### config.mk
export PLATFORM = sky130hd
export DESIGN_NAME = afs_frame_status
export DESIGN_NICKNAME = d
export VERILOG_FILES = /design/src/afs_pkg.sv /design/src/afs_fifo.sv /design/src/afs_frame_status.sv
export SDC_FILE = /design/constraint.sdc
export NUM_CORES = 1
export LEC_CHECK = 0
export BUFFER_PORTS_ARGS = -buffer_cell sky130_fd_sc_hd__buf_2
export CELL_PAD_IN_SITES_DETAIL_PLACEMENT = 1
export CELL_PAD_IN_SITES_GLOBAL_PLACEMENT = 2
export CORE_MARGIN = 2
export CORE_UTILIZATION = 52
export CTS_BUF_LIST = sky130_fd_sc_hd__clkbuf_2 sky130_fd_sc_hd__clkbuf_4 sky130_fd_sc_hd__clkbuf_8
export CTS_CLUSTER_SIZE = 14
export DETAILED_ROUTE_END_ITERATION = 10
export GPL_TIMING_DRIVEN = 1
export PLACE_DENSITY_LB_ADDON = 0.25
export SETUP_SLACK_MARGIN = 0.05
export SYNTH_ARGS = -nofsm -noshare
export SYNTH_HDL_FRONTEND = slang
export SYNTH_SLANG_ARGS = --single-unit
### constraint.sdc
create_clock -name core_clk -period 6.1 [get_ports core_clk]
set_input_delay 0.61 -clock core_clk [delete_from_list [all_inputs] [get_ports core_clk]]
set_output_delay 0.61 -clock core_clk [all_outputs]
set_load 0.1 [all_outputs]
### src/afs_pkg.sv
package afs_pkg;
  // Register offsets on the byte-wide register port.
  localparam logic [7:0] AFS_OFS_AGC_ONE   = 8'h1f;
  localparam logic [7:0] AFS_OFS_AGC_THREE = 8'h21;
  localparam logic [7:0] AFS_OFS_STRENGTH  = 8'h2c;
  localparam logic [7:0] AFS_OFS_RESULT    = 8'h3a;
  localparam logic [7:0] AFS_OFS_STS_EN    = 8'h4b;
  // Values after reset of the writable registers.
  localparam logic [7:0] AFS_RST_REG       = 8'h00;
  // Field positions in agc_control_one.
  localparam int AFS_B_GAIN_DISABLE = 0;
  localparam int AFS_B_HOLD_BIT     = 1;
  localparam int AFS_B_HOLD_SEL     = 2;
  localparam int AFS_F_HYST_LO      = 3;
  localparam int AFS_F_TIME_LO      = 5;
  // Field positions in the gain hold control and strength registers.
  localparam int AFS_F_HOLD_MODE_LO = 3;
  localparam int AFS_F_AVG_LO       = 0;
  localparam int AFS_F_CORR_LO      = 3;
  // Field positions in the status enable register.
  localparam int AFS_B_EN_STRENGTH  = 0;
  localparam int AFS_B_EN_STEP      = 1;
  localparam int AFS_B_EN_LOWGAIN   = 2;
  localparam int AFS_F_EN_TEST_LO   = 3;
  // Gain hold modes.
  localparam logic [1:0] AFS_HOLD_NOW      = 2'h0;
  localparam logic [1:0] AFS_HOLD_DEFER    = 2'h1;
  // Frame geometry and status positions.
  localparam int AFS_IQ_W     = 24;
  localparam int AFS_STS_W    = 16;
  localparam int AFS_FRAME_W  = 2 * AFS_IQ_W + AFS_STS_W;
  localparam int AFS_FIFO_D   = 32;
  localparam logic [5:0] AFS_STRENGTH_MAX = 6'h3f;
endpackage

### src/afs_fifo.sv
`timescale 1ns/1ps
// Synchronous FIFO with valid and ready on both sides.
module afs_fifo #(
  parameter int WIDTH = 48,
  parameter int DEPTH = 32
) (
  input  wire logic             core_clk,
  input  wire logic             reset_n,
  input  wire logic [WIDTH-1:0] inData,
  input  wire logic             inValid,
  output logic                  inReady,
  output logic      [WIDTH-1:0] outData,
  output logic                  outValid,
  input  wire logic             outReady
);
  localparam int AW = $clog2(DEPTH);
  // Storage array; pointers carry one extra wrap bit.
  logic [WIDTH-1:0] mem [DEPTH];
  logic [AW:0]      wrPtr_r;
  logic [AW:0]      wrPtr_nxt;
  logic [AW:0]      rdPtr_r;
  logic [AW:0]      rdPtr_nxt;
  logic             doWrite;
  logic             doRead;

  // Full when pointers differ only in the wrap bit.
  always_comb
  begin
    inReady   = (wrPtr_r ^ rdPtr_r) != {1'b1, {AW{1'b0}}};
    outValid  = wrPtr_r != rdPtr_r;
    doWrite   = inValid && inReady;
    doRead    = outValid && outReady;
    wrPtr_nxt = wrPtr_r + (AW + 1)'(doWrite);
    rdPtr_nxt = rdPtr_r + (AW + 1)'(doRead);
    outData   = mem[rdPtr_r[AW-1:0]];
  end

  // Pointer registers.
  always_ff @(posedge core_clk or negedge reset_n)
  begin
    if (!reset_n)
    begin
      wrPtr_r <= '0;
      rdPtr_r <= '0;
    end
    else
    begin
      wrPtr_r <= wrPtr_nxt;
      rdPtr_r <= rdPtr_nxt;
    end
  end

  // The array is not reset; empty hides stale words.
  always_ff @(posedge core_clk)
  begin
    if (doWrite)
    begin
      mem[wrPtr_r[AW-1:0]] <= inData;
    end
  end
endmodule

### src/afs_frame_status.sv
`timescale 1ns/1ps
// Summary of operation
// - Frame is 24 I, 24 Q, 16 status.
// - Status positions zero until enable set.
// - Test positions idle while enables cleared.
// - S9 shows front amplifier low gain.
// - Low gain shown in auto and manual.
// - S8 pulses on gain increase.
// - Step pulse lasts one sample period.
// - Mode 00 pulses at gain change.
// - Mode 01 pulses at hold rise if pending.
// - Mode 01 applies change at hold release.
// - S7 pulses on gain decrease.
// - Decrease follows increase timing.
// - S6 to S1 carry strength low bits.
// - Field spans -127 to -95.5 dBm.
// - Strength above range saturates to ones.
// - Strength updates only on new average.
module afs_frame_status
  import afs_pkg::*;
#(
  parameter int FIFO_DEPTH = afs_pkg::AFS_FIFO_D
) (
  input  wire logic                            core_clk,
  input  wire logic                            reset_n,
  input  wire logic [7:0]                      regAddr,
  input  wire logic [7:0]                      regWrData,
  input  wire logic                            regWrEn,
  output logic      [7:0]                      regRdData,
  input  wire logic                            sampleTick,
  input  wire logic [2*afs_pkg::AFS_IQ_W-1:0]  iqData,
  input  wire logic                            iqValid,
  output logic                                 iqReady,
  output logic      [afs_pkg::AFS_FRAME_W-1:0] frameData,
  output logic                                 frameLoad,
  input  wire logic                            frameReady,
  input  wire logic                            gainUpDetect,
  input  wire logic                            gainDownDetect,
  input  wire logic                            lowGainActive,
  input  wire logic [7:0]                      strengthCode,
  input  wire logic                            strengthValid,
  input  wire logic [4:0]                      testFlags,
  input  wire logic                            gain_hold_pin,
  output logic                                 applyGainUp,
  output logic                                 applyGainDown,
  output logic                                 auto_gain_disable,
  output logic      [2:0]                      auto_gain_time,
  output logic      [1:0]                      auto_gain_hysteresis,
  output logic      [2:0]                      strength_average_count,
  output logic      [1:0]                      strength_correction
);
  import afs_pkg::*;

  // Software-visible registers.
  logic [7:0] agcOne_r;
  logic [7:0] agcOne_nxt;
  logic [7:0] agcThree_r;
  logic [7:0] agcThree_nxt;
  logic [7:0] strengthCfg_r;
  logic [7:0] strengthCfg_nxt;
  logic [7:0] stsEnable_r;
  logic [7:0] stsEnable_nxt;
  logic [7:0] signal_strength_result_r;
  logic [7:0] signal_strength_result_nxt;

  // Gain hold tracking.
  logic       holdPrev_r;
  logic       holdPrev_nxt;
  logic       pendUp_r;
  logic       pendUp_nxt;
  logic       pendDown_r;
  logic       pendDown_nxt;
  logic       upLatch_r;
  logic       upLatch_nxt;
  logic       downLatch_r;
  logic       downLatch_nxt;
  logic       applyUp_r;
  logic       applyUp_nxt;
  logic       applyDown_r;
  logic       applyDown_nxt;

  // Per-frame snapshot and frame register.
  logic [AFS_STS_W-1:0]   statusSnap_r;
  logic [AFS_STS_W-1:0]   statusSnap_nxt;
  logic [AFS_FRAME_W-1:0] frame_r;
  logic [AFS_FRAME_W-1:0] frame_nxt;
  logic                   load_r;
  logic                   load_nxt;

  // Combinational helpers.
  logic                   holdLevel;
  logic                   holdRise;
  logic                   holdFall;
  logic                   deferMode;
  logic                   upEvent;
  logic                   downEvent;
  logic [5:0]             strengthField;
  logic [AFS_STS_W-1:0]   statusLive;
  logic [2*AFS_IQ_W-1:0]  fifoData;
  logic                   fifoValid;
  logic                   fifoPop;

  // Saturates the strength result into six bits rather than wrapping.
  function automatic logic [5:0] clamp6(input logic [7:0] code);
    if (code > {2'h0, AFS_STRENGTH_MAX})
    begin
      clamp6 = AFS_STRENGTH_MAX;
    end
    else
    begin
      clamp6 = code[5:0];
    end
  endfunction

  // Register writes and read mux; unmapped reads return zero.
  always_comb
  begin
    agcOne_nxt      = agcOne_r;
    agcThree_nxt    = agcThree_r;
    strengthCfg_nxt = strengthCfg_r;
    stsEnable_nxt   = stsEnable_r;
    if (regWrEn)
    begin
      case (regAddr)
        AFS_OFS_AGC_ONE:   agcOne_nxt      = regWrData;
        AFS_OFS_AGC_THREE: agcThree_nxt    = regWrData;
        AFS_OFS_STRENGTH:  strengthCfg_nxt = regWrData;
        AFS_OFS_STS_EN:    stsEnable_nxt   = regWrData;
        default:           agcOne_nxt      = agcOne_r;
      endcase
    end
    case (regAddr)
      AFS_OFS_AGC_ONE:   regRdData = agcOne_r;
      AFS_OFS_AGC_THREE: regRdData = agcThree_r;
      AFS_OFS_STRENGTH:  regRdData = strengthCfg_r;
      AFS_OFS_RESULT:    regRdData = signal_strength_result_r;
      AFS_OFS_STS_EN:    regRdData = stsEnable_r;
      default:           regRdData = 8'h00;
    endcase
    signal_strength_result_nxt = strengthValid ? strengthCode : signal_strength_result_r;
  end

  // Configuration fields are driven straight to the gain and strength engines.
  always_comb
  begin
    auto_gain_disable      = agcOne_r[AFS_B_GAIN_DISABLE];
    auto_gain_time         = agcOne_r[AFS_F_TIME_LO +: 3];
    auto_gain_hysteresis   = agcOne_r[AFS_F_HYST_LO +: 2];
    strength_average_count = strengthCfg_r[AFS_F_AVG_LO +: 3];
    strength_correction    = strengthCfg_r[AFS_F_CORR_LO +: 2];
  end

  // Register file storage.
  always_ff @(posedge core_clk or negedge reset_n)
  begin
    if (!reset_n)
    begin
      agcOne_r                 <= AFS_RST_REG;
      agcThree_r               <= AFS_RST_REG;
      strengthCfg_r            <= AFS_RST_REG;
      stsEnable_r              <= AFS_RST_REG;
      signal_strength_result_r <= AFS_RST_REG;
    end
    else
    begin
      agcOne_r                 <= agcOne_nxt;
      agcThree_r               <= agcThree_nxt;
      strengthCfg_r            <= strengthCfg_nxt;
      stsEnable_r              <= stsEnable_nxt;
      signal_strength_result_r <= signal_strength_result_nxt;
    end
  end

  // Gain step events. Only deferred mode holds a change back; the other
  // modes keep no gain, so they report and apply at once.
  always_comb
  begin
    holdLevel = agcOne_r[AFS_B_HOLD_SEL] ? agcOne_r[AFS_B_HOLD_BIT] : gain_hold_pin;
    holdRise  = holdLevel && !holdPrev_r;
    holdFall  = !holdLevel && holdPrev_r;
    deferMode = agcThree_r[AFS_F_HOLD_MODE_LO +: 2] == AFS_HOLD_DEFER;
    holdPrev_nxt = holdLevel;
    pendUp_nxt   = pendUp_r;
    pendDown_nxt = pendDown_r;
    applyUp_nxt   = 1'b0;
    applyDown_nxt = 1'b0;
    upEvent   = 1'b0;
    downEvent = 1'b0;
    if (deferMode)
    begin
      upEvent   = holdRise && pendUp_r;
      downEvent = holdRise && pendDown_r;
      if (holdFall)
      begin
        applyUp_nxt   = pendUp_r;
        applyDown_nxt = pendDown_r;
        pendUp_nxt    = 1'b0;
        pendDown_nxt  = 1'b0;
      end
      // A detection in the release cycle waits for the next hold cycle.
      if (gainUpDetect && !auto_gain_disable)
      begin
        pendUp_nxt = 1'b1;
      end
      if (gainDownDetect && !auto_gain_disable)
      begin
        pendDown_nxt = 1'b1;
      end
    end
    else
    begin
      upEvent       = gainUpDetect && !auto_gain_disable;
      downEvent     = gainDownDetect && !auto_gain_disable;
      applyUp_nxt   = upEvent;
      applyDown_nxt = downEvent;
      pendUp_nxt    = 1'b0;
      pendDown_nxt  = 1'b0;
    end
    // same timing both ways
    // Latches hold an event until the next sample; a new event wins the clear.
    upLatch_nxt   = (upLatch_r && !sampleTick) || upEvent;
    downLatch_nxt = (downLatch_r && !sampleTick) || downEvent;
    applyGainUp   = applyUp_r;
    applyGainDown = applyDown_r;
  end

  // Gain step storage.
  always_ff @(posedge core_clk or negedge reset_n)
  begin
    if (!reset_n)
    begin
      holdPrev_r  <= 1'b0;
      pendUp_r    <= 1'b0;
      pendDown_r  <= 1'b0;
      upLatch_r   <= 1'b0;
      downLatch_r <= 1'b0;
      applyUp_r   <= 1'b0;
      applyDown_r <= 1'b0;
    end
    else
    begin
      holdPrev_r  <= holdPrev_nxt;
      pendUp_r    <= pendUp_nxt;
      pendDown_r  <= pendDown_nxt;
      upLatch_r   <= upLatch_nxt;
      downLatch_r <= downLatch_nxt;
      applyUp_r   <= applyUp_nxt;
      applyDown_r <= applyDown_nxt;
    end
  end

  // Live status word, each position masked by its enable.
  always_comb
  begin
    strengthField = clamp6(signal_strength_result_r);
    statusLive    = '0;
    statusLive[0]     = testFlags[0] && stsEnable_r[AFS_F_EN_TEST_LO];
    statusLive[13:10] = testFlags[4:1] & stsEnable_r[AFS_F_EN_TEST_LO+1 +: 4];
    statusLive[9] = lowGainActive && stsEnable_r[AFS_B_EN_LOWGAIN];
    statusLive[8] = (upLatch_r || upEvent) && stsEnable_r[AFS_B_EN_STEP];
    statusLive[7] = (downLatch_r || downEvent) && stsEnable_r[AFS_B_EN_STEP];
    statusLive[6:1] = strengthField & {6{stsEnable_r[AFS_B_EN_STRENGTH]}};
  end

  // Sample cadence: the snapshot moves only on a sample tick, but the frame is built from the live status
  // word at the accepted tick; the step latches keep a flag until the next sample tick, accepted or not, and the snapshot feeds no output.
  always_comb
  begin
    statusSnap_nxt = sampleTick ? statusLive : statusSnap_r;
    fifoPop   = sampleTick && frameReady;
    frame_nxt = frame_r;
    load_nxt  = 1'b0;
    if (fifoPop && fifoValid)
    begin
      frame_nxt = {fifoData, statusLive};
      load_nxt  = 1'b1;
    end
    frameData = frame_r;
    frameLoad = load_r;
  end

  // Snapshot and frame storage.
  always_ff @(posedge core_clk or negedge reset_n)
  begin
    if (!reset_n)
    begin
      statusSnap_r <= '0;
      frame_r      <= '0;
      load_r       <= 1'b0;
    end
    else
    begin
      statusSnap_r <= statusSnap_nxt;
      frame_r      <= frame_nxt;
      load_r       <= load_nxt;
    end
  end

  // Sample buffer; a stalled serializer backs up into iqReady.
  afs_fifo #(
    .WIDTH (2 * AFS_IQ_W),
    .DEPTH (FIFO_DEPTH)
  ) sampleBuf (
    .core_clk (core_clk),
    .reset_n  (reset_n),
    .inData   (iqData),
    .inValid  (iqValid),
    .inReady  (iqReady),
    .outData  (fifoData),
    .outValid (fifoValid),
    .outReady (fifoPop)
  );
endmodule

==> qor.txt, run 1 <==
Initial antenna violation count = 8
Clock buffer depth = 4
Port bufs = 172
Starting Density = 52.3%
Slew Limit Fails = 0
Status = finished, final reports clean
Post-synth EDFFs = 1,536
RSZ-0062 raised after global routing = false
PD cells = 457 nW/um2
Total iterations of the first detailed-routing run = 6
Flop2flop setup slack = 2000 ps
Vias in the first global route = 35,900
Mean post-synth cell area = 20.5 um2
GP Congestion = 0.779
Fin nets = 3,565
Largest net degree at the start of global routing = 121
Post-layout util = 59.6%
Multi-input logic area = 13,500 um2
Flops & latches, synth = 1,658
Total I/O pin count = 175
First-pass GRT wire length = 246 mm
CTS buffer count = 284
DR WL met2 = 83.9 mm
HP Class = in2reg
Wire length per cell = 31.8 um
Dpl cell area = 66,500 um2
Core Footprint = 121,000 um2
ANT nets after route = 0
DR vias/cell = 6.20
Layout cells sized above 1 = 27.8%
Clock sinks = 1,658
Synth Instances = 3,099
Total grt overflow = 0
FILL cells = 10,400
Worst-skew pair later-pin latency = 1010 ps
Cell Area, Synth = 63,500 um2
Drt total wl = 169 mm
Leak = 24.5 nW
Final instance area = 72,400 um2
Rows = 128
Postcts setup bufs = 0
Tmin final = 4100 ps
Final-report setup violation count = 0
Reg area = 49,200 um2
DRC errors left = 0
Most common cell after layout, fill and taps aside = edfxtp_1
CP Data Required Time = 6730 ps
Commonest register cell after synthesis = edfxtp_1
Worst vdd rail ir drop = 0.414 mV
Fmax = 244 MHz
Worst-Margin Slew = 1130 ps
Crit path DAT = 4730 ps
Min-delay src = iqData[19]
Die Width = 353 um
Met3 WL post-DR = 13.4 mm
Hold Fails Final Rpt = 0
Syn. warnings = 0
Die area = 125,000 um2
Reg2reg start = sampleBuf.rdPtr_r[4]
Post-synthesis async set-or-reset flop share = 7.36%
1st-iter DRT viols = 3,414
Crit path max fanout = 51
Fin Clk Skew = 60.5 ps
Area Overhead vs Synth = 14.0%
Post-DP HPWL = 90.2 mm
Total number of H-tree levels = 5
Met1 wire length = 67.7 mm
Netlist cell types = 53
Max Cap Viol = 0
Clk slew on worst S/H paths = 60 ps
Most frequent cells in the layout = edfxtp_1, mux2i_1, clkbuf_8
Relative slew margins = 24.5%
Uppermost layer routed = met5
CP endpoint kind = flip-flop
Die height = 353 um
CTS tree = done
Detailed-route via count = 32,900
Post-synthesis sequential area ratio = 77.5%
GR Util All Layers = 27.3%
Final worst-path cycle share = 67.3%
Kind of critical path = reg2reg
Setup TNS = 0 ps
Worst setup startpoint = sampleBuf.rdPtr_r[4]
CTS root buffer = clkbuf_8
CP Launch Type = flip-flop
==> layout make-up <==
class | instances | area share (%)
Multi-Input combinational cell | 1240 | 18.7
Antenna cell | 4 | 0.0138
Inverter | 7 | 0.0380
Tap cell | 1625 | 2.81
Clock buffer | 414 | 6.94
Clock inverter | 72 | 0.679
Timing Repair Buffer | 282 | 2.88
Sequential cell | 1658 | 68.0
==> routing by layer <==
metal | global-route usage [%] | vias to the layer above
met3 | 5.95 | 263
met5 | 0 | -
met4 | 7.80 | 2
li1 | - | 13700
met1 | 37.1 | 17500
met2 | 44.9 | 1470
==> cell families after synthesis <==
| group | synth area share, % |
|---|---|
| flip-flops | 77.5 |
| multiplexers | 14.6 |
| AO/OA/AOI/OAI | 5.14 |
| buffers and inverters | 1.64 |
| AND/OR/NAND/NOR | 0.895 |
| XOR/XNOR | 0.193 |
| adder cells (fa/ha/maj) | 0.0788 |
| other | 0.00591 |
==> Yosys cell counts, types with 4 or more instances <==
cell type / n / area, um2
xor2_1: 4 / 35.0
nand2_1: 30 / 113
buf_1: 5 / 18.8
a211oi_1: 48 / 360
a22oi_1: 6 / 45.0
o21ai_0: 114 / 571
a221oi_1: 48 / 420
ha_1: 4 / 50.1
inv_1: 7 / 26.3
nor2_1: 42 / 158
a22o_1: 48 / 420
dfrtp_1: 122 / 3050
o22ai_1: 48 / 300
clkbuf_1: 86 / 323
nand3b_1: 6 / 45.0
buf_6: 10 / 113
o221ai_1: 48 / 420
mux4_2: 240 / 5410
buf_4: 36 / 270
mux2_4: 8 / 120
nand3_1: 8 / 40.0
a222oi_1: 7 / 70.1
mux2i_1: 337 / 3370
mux2_2: 32 / 360
edfxtp_1: 1536 / 46100
xnor2_1: 10 / 87.6
a21oi_1: 102 / 510
buf_2: 57 / 285
o21ai_1: 12 / 60.1
or3b_2: 4 / 35.0
==> path summary, 6_finish.rpt <==
path                            depth (start not counted)                          end
max in group asynchronous                               3                frameData[28]
worst min-delay path                                    1         sampleBuf.mem[2][19]
worst max register to register                          6        sampleBuf.mem[22][27]
worst max-delay path                                    6        sampleBuf.mem[22][27]
min in group asynchronous                               2  signal_strength_result_r[6]
worst min register to register                          2                 frameData[0]
==> where the power goes <==
group          total (W)  internal, W  leakage (nW)  switching [W]
logic            0.00933      0.00325          6.14        0.00608
clock network    0.00986      0.00555          2.94        0.00431
registers         0.0139       0.0134          15.4       0.000517
==> per-stage QoR <==
stage	cells	setup slack, ps	power [W]	hold slack (ps)
after floorplan	3100	2020	0.0205	314
after global placement	4775	2120	0.0232	457
after detailed placement	4775	2000	0.0234	465
after CTS	5298	2000	0.0333	18.0
after global routing	5300	1810	0.0343	113
final	5302	2000	0.0331	126
==> repair_timing <==
item,4_1_cts,5_1_grt
resized for setup,0,0
hold buffers,37,0
endpoints found under the hold margin,130,0
setup endpoints to repair,0,0
==> flip-flops by register name (all words and copies together), names as in the netlist <==
signal / count
sampleBuf.mem: 1536
frameData: 62
agcOne_r: 8
agcThree_r: 8
signal_strength_result_r: 8
strengthCfg_r: 8
stsEnable_r: 8
sampleBuf.rdPtr_r: 6
sampleBuf.wrPtr_r: 6
applyGainDown: 1
applyGainUp: 1
downLatch_r: 1
frameLoad: 1
holdPrev_r: 1
pendDown_r: 1
pendUp_r: 1
upLatch_r: 1
==> critical path, stage by stage (launching register included) <==
cell and delay [ps]:
dfrtp_4 960, xnor2_1 170, nand2_1 200, o31a_1 280, nand3b_1 670, nor2_4 1070, buf_12 360
Power figures use the tool's default switching activity.
==> run 2, diff against run 1 <==
--- a/config.mk
+++ b/config.mk
@@ -5,11 +5,12 @@
 export SDC_FILE = /design/constraint.sdc
 export NUM_CORES = 1
 export LEC_CHECK = 0
+export ABC_AREA = 1
 export BUFFER_PORTS_ARGS = -buffer_cell sky130_fd_sc_hd__buf_2
 export CELL_PAD_IN_SITES_DETAIL_PLACEMENT = 1
 export CELL_PAD_IN_SITES_GLOBAL_PLACEMENT = 2
 export CORE_MARGIN = 2
-export CORE_UTILIZATION = 52
+export CORE_UTILIZATION = 44
 export CTS_BUF_LIST = sky130_fd_sc_hd__clkbuf_2 sky130_fd_sc_hd__clkbuf_4 sky130_fd_sc_hd__clkbuf_8
 export CTS_CLUSTER_SIZE = 14
 export DETAILED_ROUTE_END_ITERATION = 10
==> constraint.sdc (replaced) <==
create_clock -name core_clk -period 4 [get_ports core_clk]
set_input_delay 0.4 -clock core_clk [delete_from_list [all_inputs] [get_ports core_clk]]
set_output_delay 0.4 -clock core_clk [all_outputs]
set_load 0.1 [all_outputs]
==> run 2 against run 1 <==
Net effect: non-clock buffer count up 123; combinational power up 110%; sequential cell count unchanged; critical path depth up 5; die area up 29%; first-iteration DRC count up 17%.
==> qor.txt, run 2 <==
Top-count cell post-synth = nand2_1 (was edfxtp_1)
Total grt overflow = 0 (unchanged)
Flops & latches, synth = 1,658 (unchanged)
Total iterations of the first detailed-routing run = 5 (was 6)
Final instance area = 79,500 um2 (was 72,400 um2)
Kind of critical path = in2out (was reg2reg)
Psw = 0.0225 W (was 0.0109 W)
Syn. warnings = 0 (unchanged)
Layout cells sized above 1 = 11.4% (was 27.8%)
Dpl cell area = 72,900 um2 (was 66,500 um2)
Post-layout util = 50.8% (was 59.6%)
Port bufs = 172 (unchanged)
Total I/O pin count = 175 (unchanged)
Core Footprint = 156,000 um2 (was 121,000 um2)
Wire length per cell = 24.1 um (was 31.8 um)
PD cells = 705 nW/um2 (was 457 nW/um2)
Delay-heaviest family, CP = buffers and inverters (was simple AND/OR/NAND/NOR gates)
Worst vdd rail ir drop = 0.713 mV (was 0.414 mV)
Relative slew margins = 10.9% (was 24.5%)
1st-iter DRT viols = 4,004 (was 3,414)
Mean post-synth cell area = 10.7 um2 (was 20.5 um2)
Fin nets = 6,955 (was 3,565)
Synth area leaders = edfxtp_1, nand2_1, nand3_1, dfrtp_1, inv_1 (was edfxtp_1, mux4_2, mux2i_1, dfrtp_1, o21ai_0)
Final worst-path cycle share = 82.5%
Fmax = 303 MHz
DRC errors left = 0 (unchanged)
Hold Fails Final Rpt = 0 (unchanged)
Vias in the first global route = 51,100 (was 35,900)
First-pass GRT wire length = 328 mm (was 246 mm)
Bufs and invs on worst path = 6 (was 1)
Clock share of power = 27.3% (was 29.8%)
Die area = 161,000 um2 (was 125,000 um2)
Die Width = 401 um (was 353 um)
Crit path max fanout = 9 (was 51)
Initial antenna violation count = 4 (was 8)
GP Congestion = 0.760 (was 0.779)
Count of non-filler cells in the finished layout = 9,137 (was 5,302)
Die height = 401 um (was 353 um)
Worst-Margin Slew = 1340 ps (was 1130 ps)
Sw frac = 40.1% (was 33.0%)
Leak = 32.4 nW (was 24.5 nW)
Area share of the largest cell type after synthesis = 66.5% (was 72.7%)
Drt total wl = 221 mm (was 169 mm)
Commonest cells post-synth = nand2_1, edfxtp_1, nand3_1 (was edfxtp_1, mux2i_1, mux4_2)
Post-synthesis sequential area ratio = 70.9% (was 77.5%)
CTS buffer count = 300 (was 284)
RSZ-0062 raised after global routing = false (unchanged)
Total number of H-tree levels = 5 (unchanged)
Largest register FFs = 1,536 (unchanged)
CTS tree = done (unchanged)
Most common cell after layout, fill and taps aside = nand2_1 (was edfxtp_1)
Sequential power share = 37.4% (was 42.0%)
CP endpoint kind = primary output (was flip-flop)
Clk slew on worst S/H paths = 60 ps (about the same)
Netlist cell types = 31 (was 53)
Crit path cell chain = dlygate4sd3_1, buf_2, nor4_1, dlygate4sd3_1, nand2_1, inv_2, nand2_1, o21ai_0, inv_1, nand2_1, buf_2 (was xnor2_1, nand2_1, o31a_1, nand3b_1, nor2_4, buf_12)
Crit path DAT = 2900 ps (was 4730 ps)
Area Overhead vs Synth = 14.5% (was 14.0%)
CP peak stage delay = 580 ps (was 1070 ps)
Commonest register cell after synthesis = edfxtp_1 (unchanged)
Critical-path top delay cell = dlygate4sd3_1 (was nor2_4)
GR Util All Layers = 27.3% (about the same)
Detailed-route via count = 48,900 (was 32,900)
Largest net degree at the start of global routing = 208 (was 121)
DR vias/cell = 5.36 (was 6.20)
Synth area leader = edfxtp_1 (unchanged)
HP Class = in2async (was in2reg)
Clock sinks = 1,658 (unchanged)
CTS Hold Bufs = 103 (was 37)
Setup TNS = 0 ps (unchanged)
Synth Instances = 6,509 (was 3,099)
Cts repair resizes = 0 (unchanged)
Combinational share of power = 35.2% (was 28.2%)
Worst-skew pair later-pin latency = 1010 ps (about the same)
Reg2reg start = sampleBuf.rdPtr_r[2] (was sampleBuf.rdPtr_r[4])
CP Data Required Time = 3600 ps (was 6730 ps)
Slew Limit Fails = 0 (unchanged)
Postcts setup bufs = 0 (unchanged)
Internal power = 0.0336 W (was 0.0222 W)
Final-report setup violation count = 0 (unchanged)
Starting Density = 44.4% (was 52.3%)
ANT nets after route = 0 (unchanged)
Status = finished, final reports clean (unchanged)
Post-synthesis async set-or-reset flop share = 7.36% (unchanged)
Tmin final = 3300 ps
Rows = 145 (was 128)
# placed instances = 8,516 (was 4,775)
Worst path most repeated cell = nand2_1
Cell Area, Synth = 69,400 um2 (was 63,500 um2)
CTS root buffer = clkbuf_8 (unchanged)
CP Launch Type = primary input (was flip-flop)
Max Cap Viol = 0 (unchanged)
Clock buffer depth = 4 (unchanged)
Most frequent cells in the layout = nand2_1, edfxtp_1, nand3_1 (was edfxtp_1, mux2i_1, clkbuf_8)
Fin Clk Skew = 53.4 ps (was 60.5 ps)
Tot Pwr = 0.0561 W (was 0.0331 W)
Worst setup startpoint = regAddr[0] (was sampleBuf.rdPtr_r[4])
Post-DP HPWL = 112 mm (was 90.2 mm)
Post-synth EDFFs = 1,536 (unchanged)
-- run 2: final timing paths --
kind | depth (start not counted) | slack, ps | endpoint
worst max-delay path | 11 | 700 | regRdData[5]
worst min-delay path | 2 | 100 | signal_strength_result_r[0]
max in group asynchronous | 3 | 2970 | signal_strength_result_r[4]
worst min register to register | 2 | 480 | frameData[59]
worst max register to register | 8 | 840 | sampleBuf.mem[2][36]
min in group core_clk | 6 | 190 | agcOne_r[7]
-- run 2: power by group through the flow --
stage / logic, W / clock network, W / registers [W]
CTS: 0.0199 / 0.0156 / 0.0210
global route: 0.0216 / 0.0164 / 0.0211
finish: 0.0198 / 0.0153 / 0.0210
floorplan: 0.0113 / 0 / 0.0230
detailed placement: 0.0197 / 0 / 0.0213
global placement: 0.0194 / 0 / 0.0213
-- run 2: worst register-to-register path, stage by stage, from the launching register on --
cell     delay, ps
dfrtp_4        640
xor2_1         210
nor2_1          70
nand2_1         70
nor2_1          40
nand2_1        120
nand2_4        480
nor2_4         700
buf_4          450
-- run 2: metrics by stage --
stage | hold slack [ps] | setup WS [ps]
after floorplan | 104 | -444
after global placement | 459 | 861
after detailed placement | 465 | 839
after CTS | 29.1 | 666
after global routing | 92.9 | 552
final | 102 | 699
-- run 2: layout make-up --
class | count | area [um2]
fill | 17000 | 76900
sequential | 1658 | 49200
multi-input combinational | 3802 | 16100
clock buffer | 429 | 5200
timing repair buffer | 405 | 3320
inverter | 696 | 2650
tap | 2058 | 2570
clock inverter | 84 | 372
antenna | 5 | 12.5
-- run 2: cells by family after synthesis --
family                     synth area share [%]
AOI/OAI and AO/OA                          1.52
adders and majority gates                0.0721
and+or+nand+nor                            21.1
DFF                                        70.9
other                                   0.00540
xor gates and xnor gates                  0.177
buffers and inverters                      6.28
-- run 2: layer usage --
layer,global-route usage (%),vias up,routed length [um]
li1,-,22200,-
met3,4.07,357,12200
met1,37.0,25000,96100
met2,45.7,1445,107000
met4,7.64,2,5300
met5,0,-,7
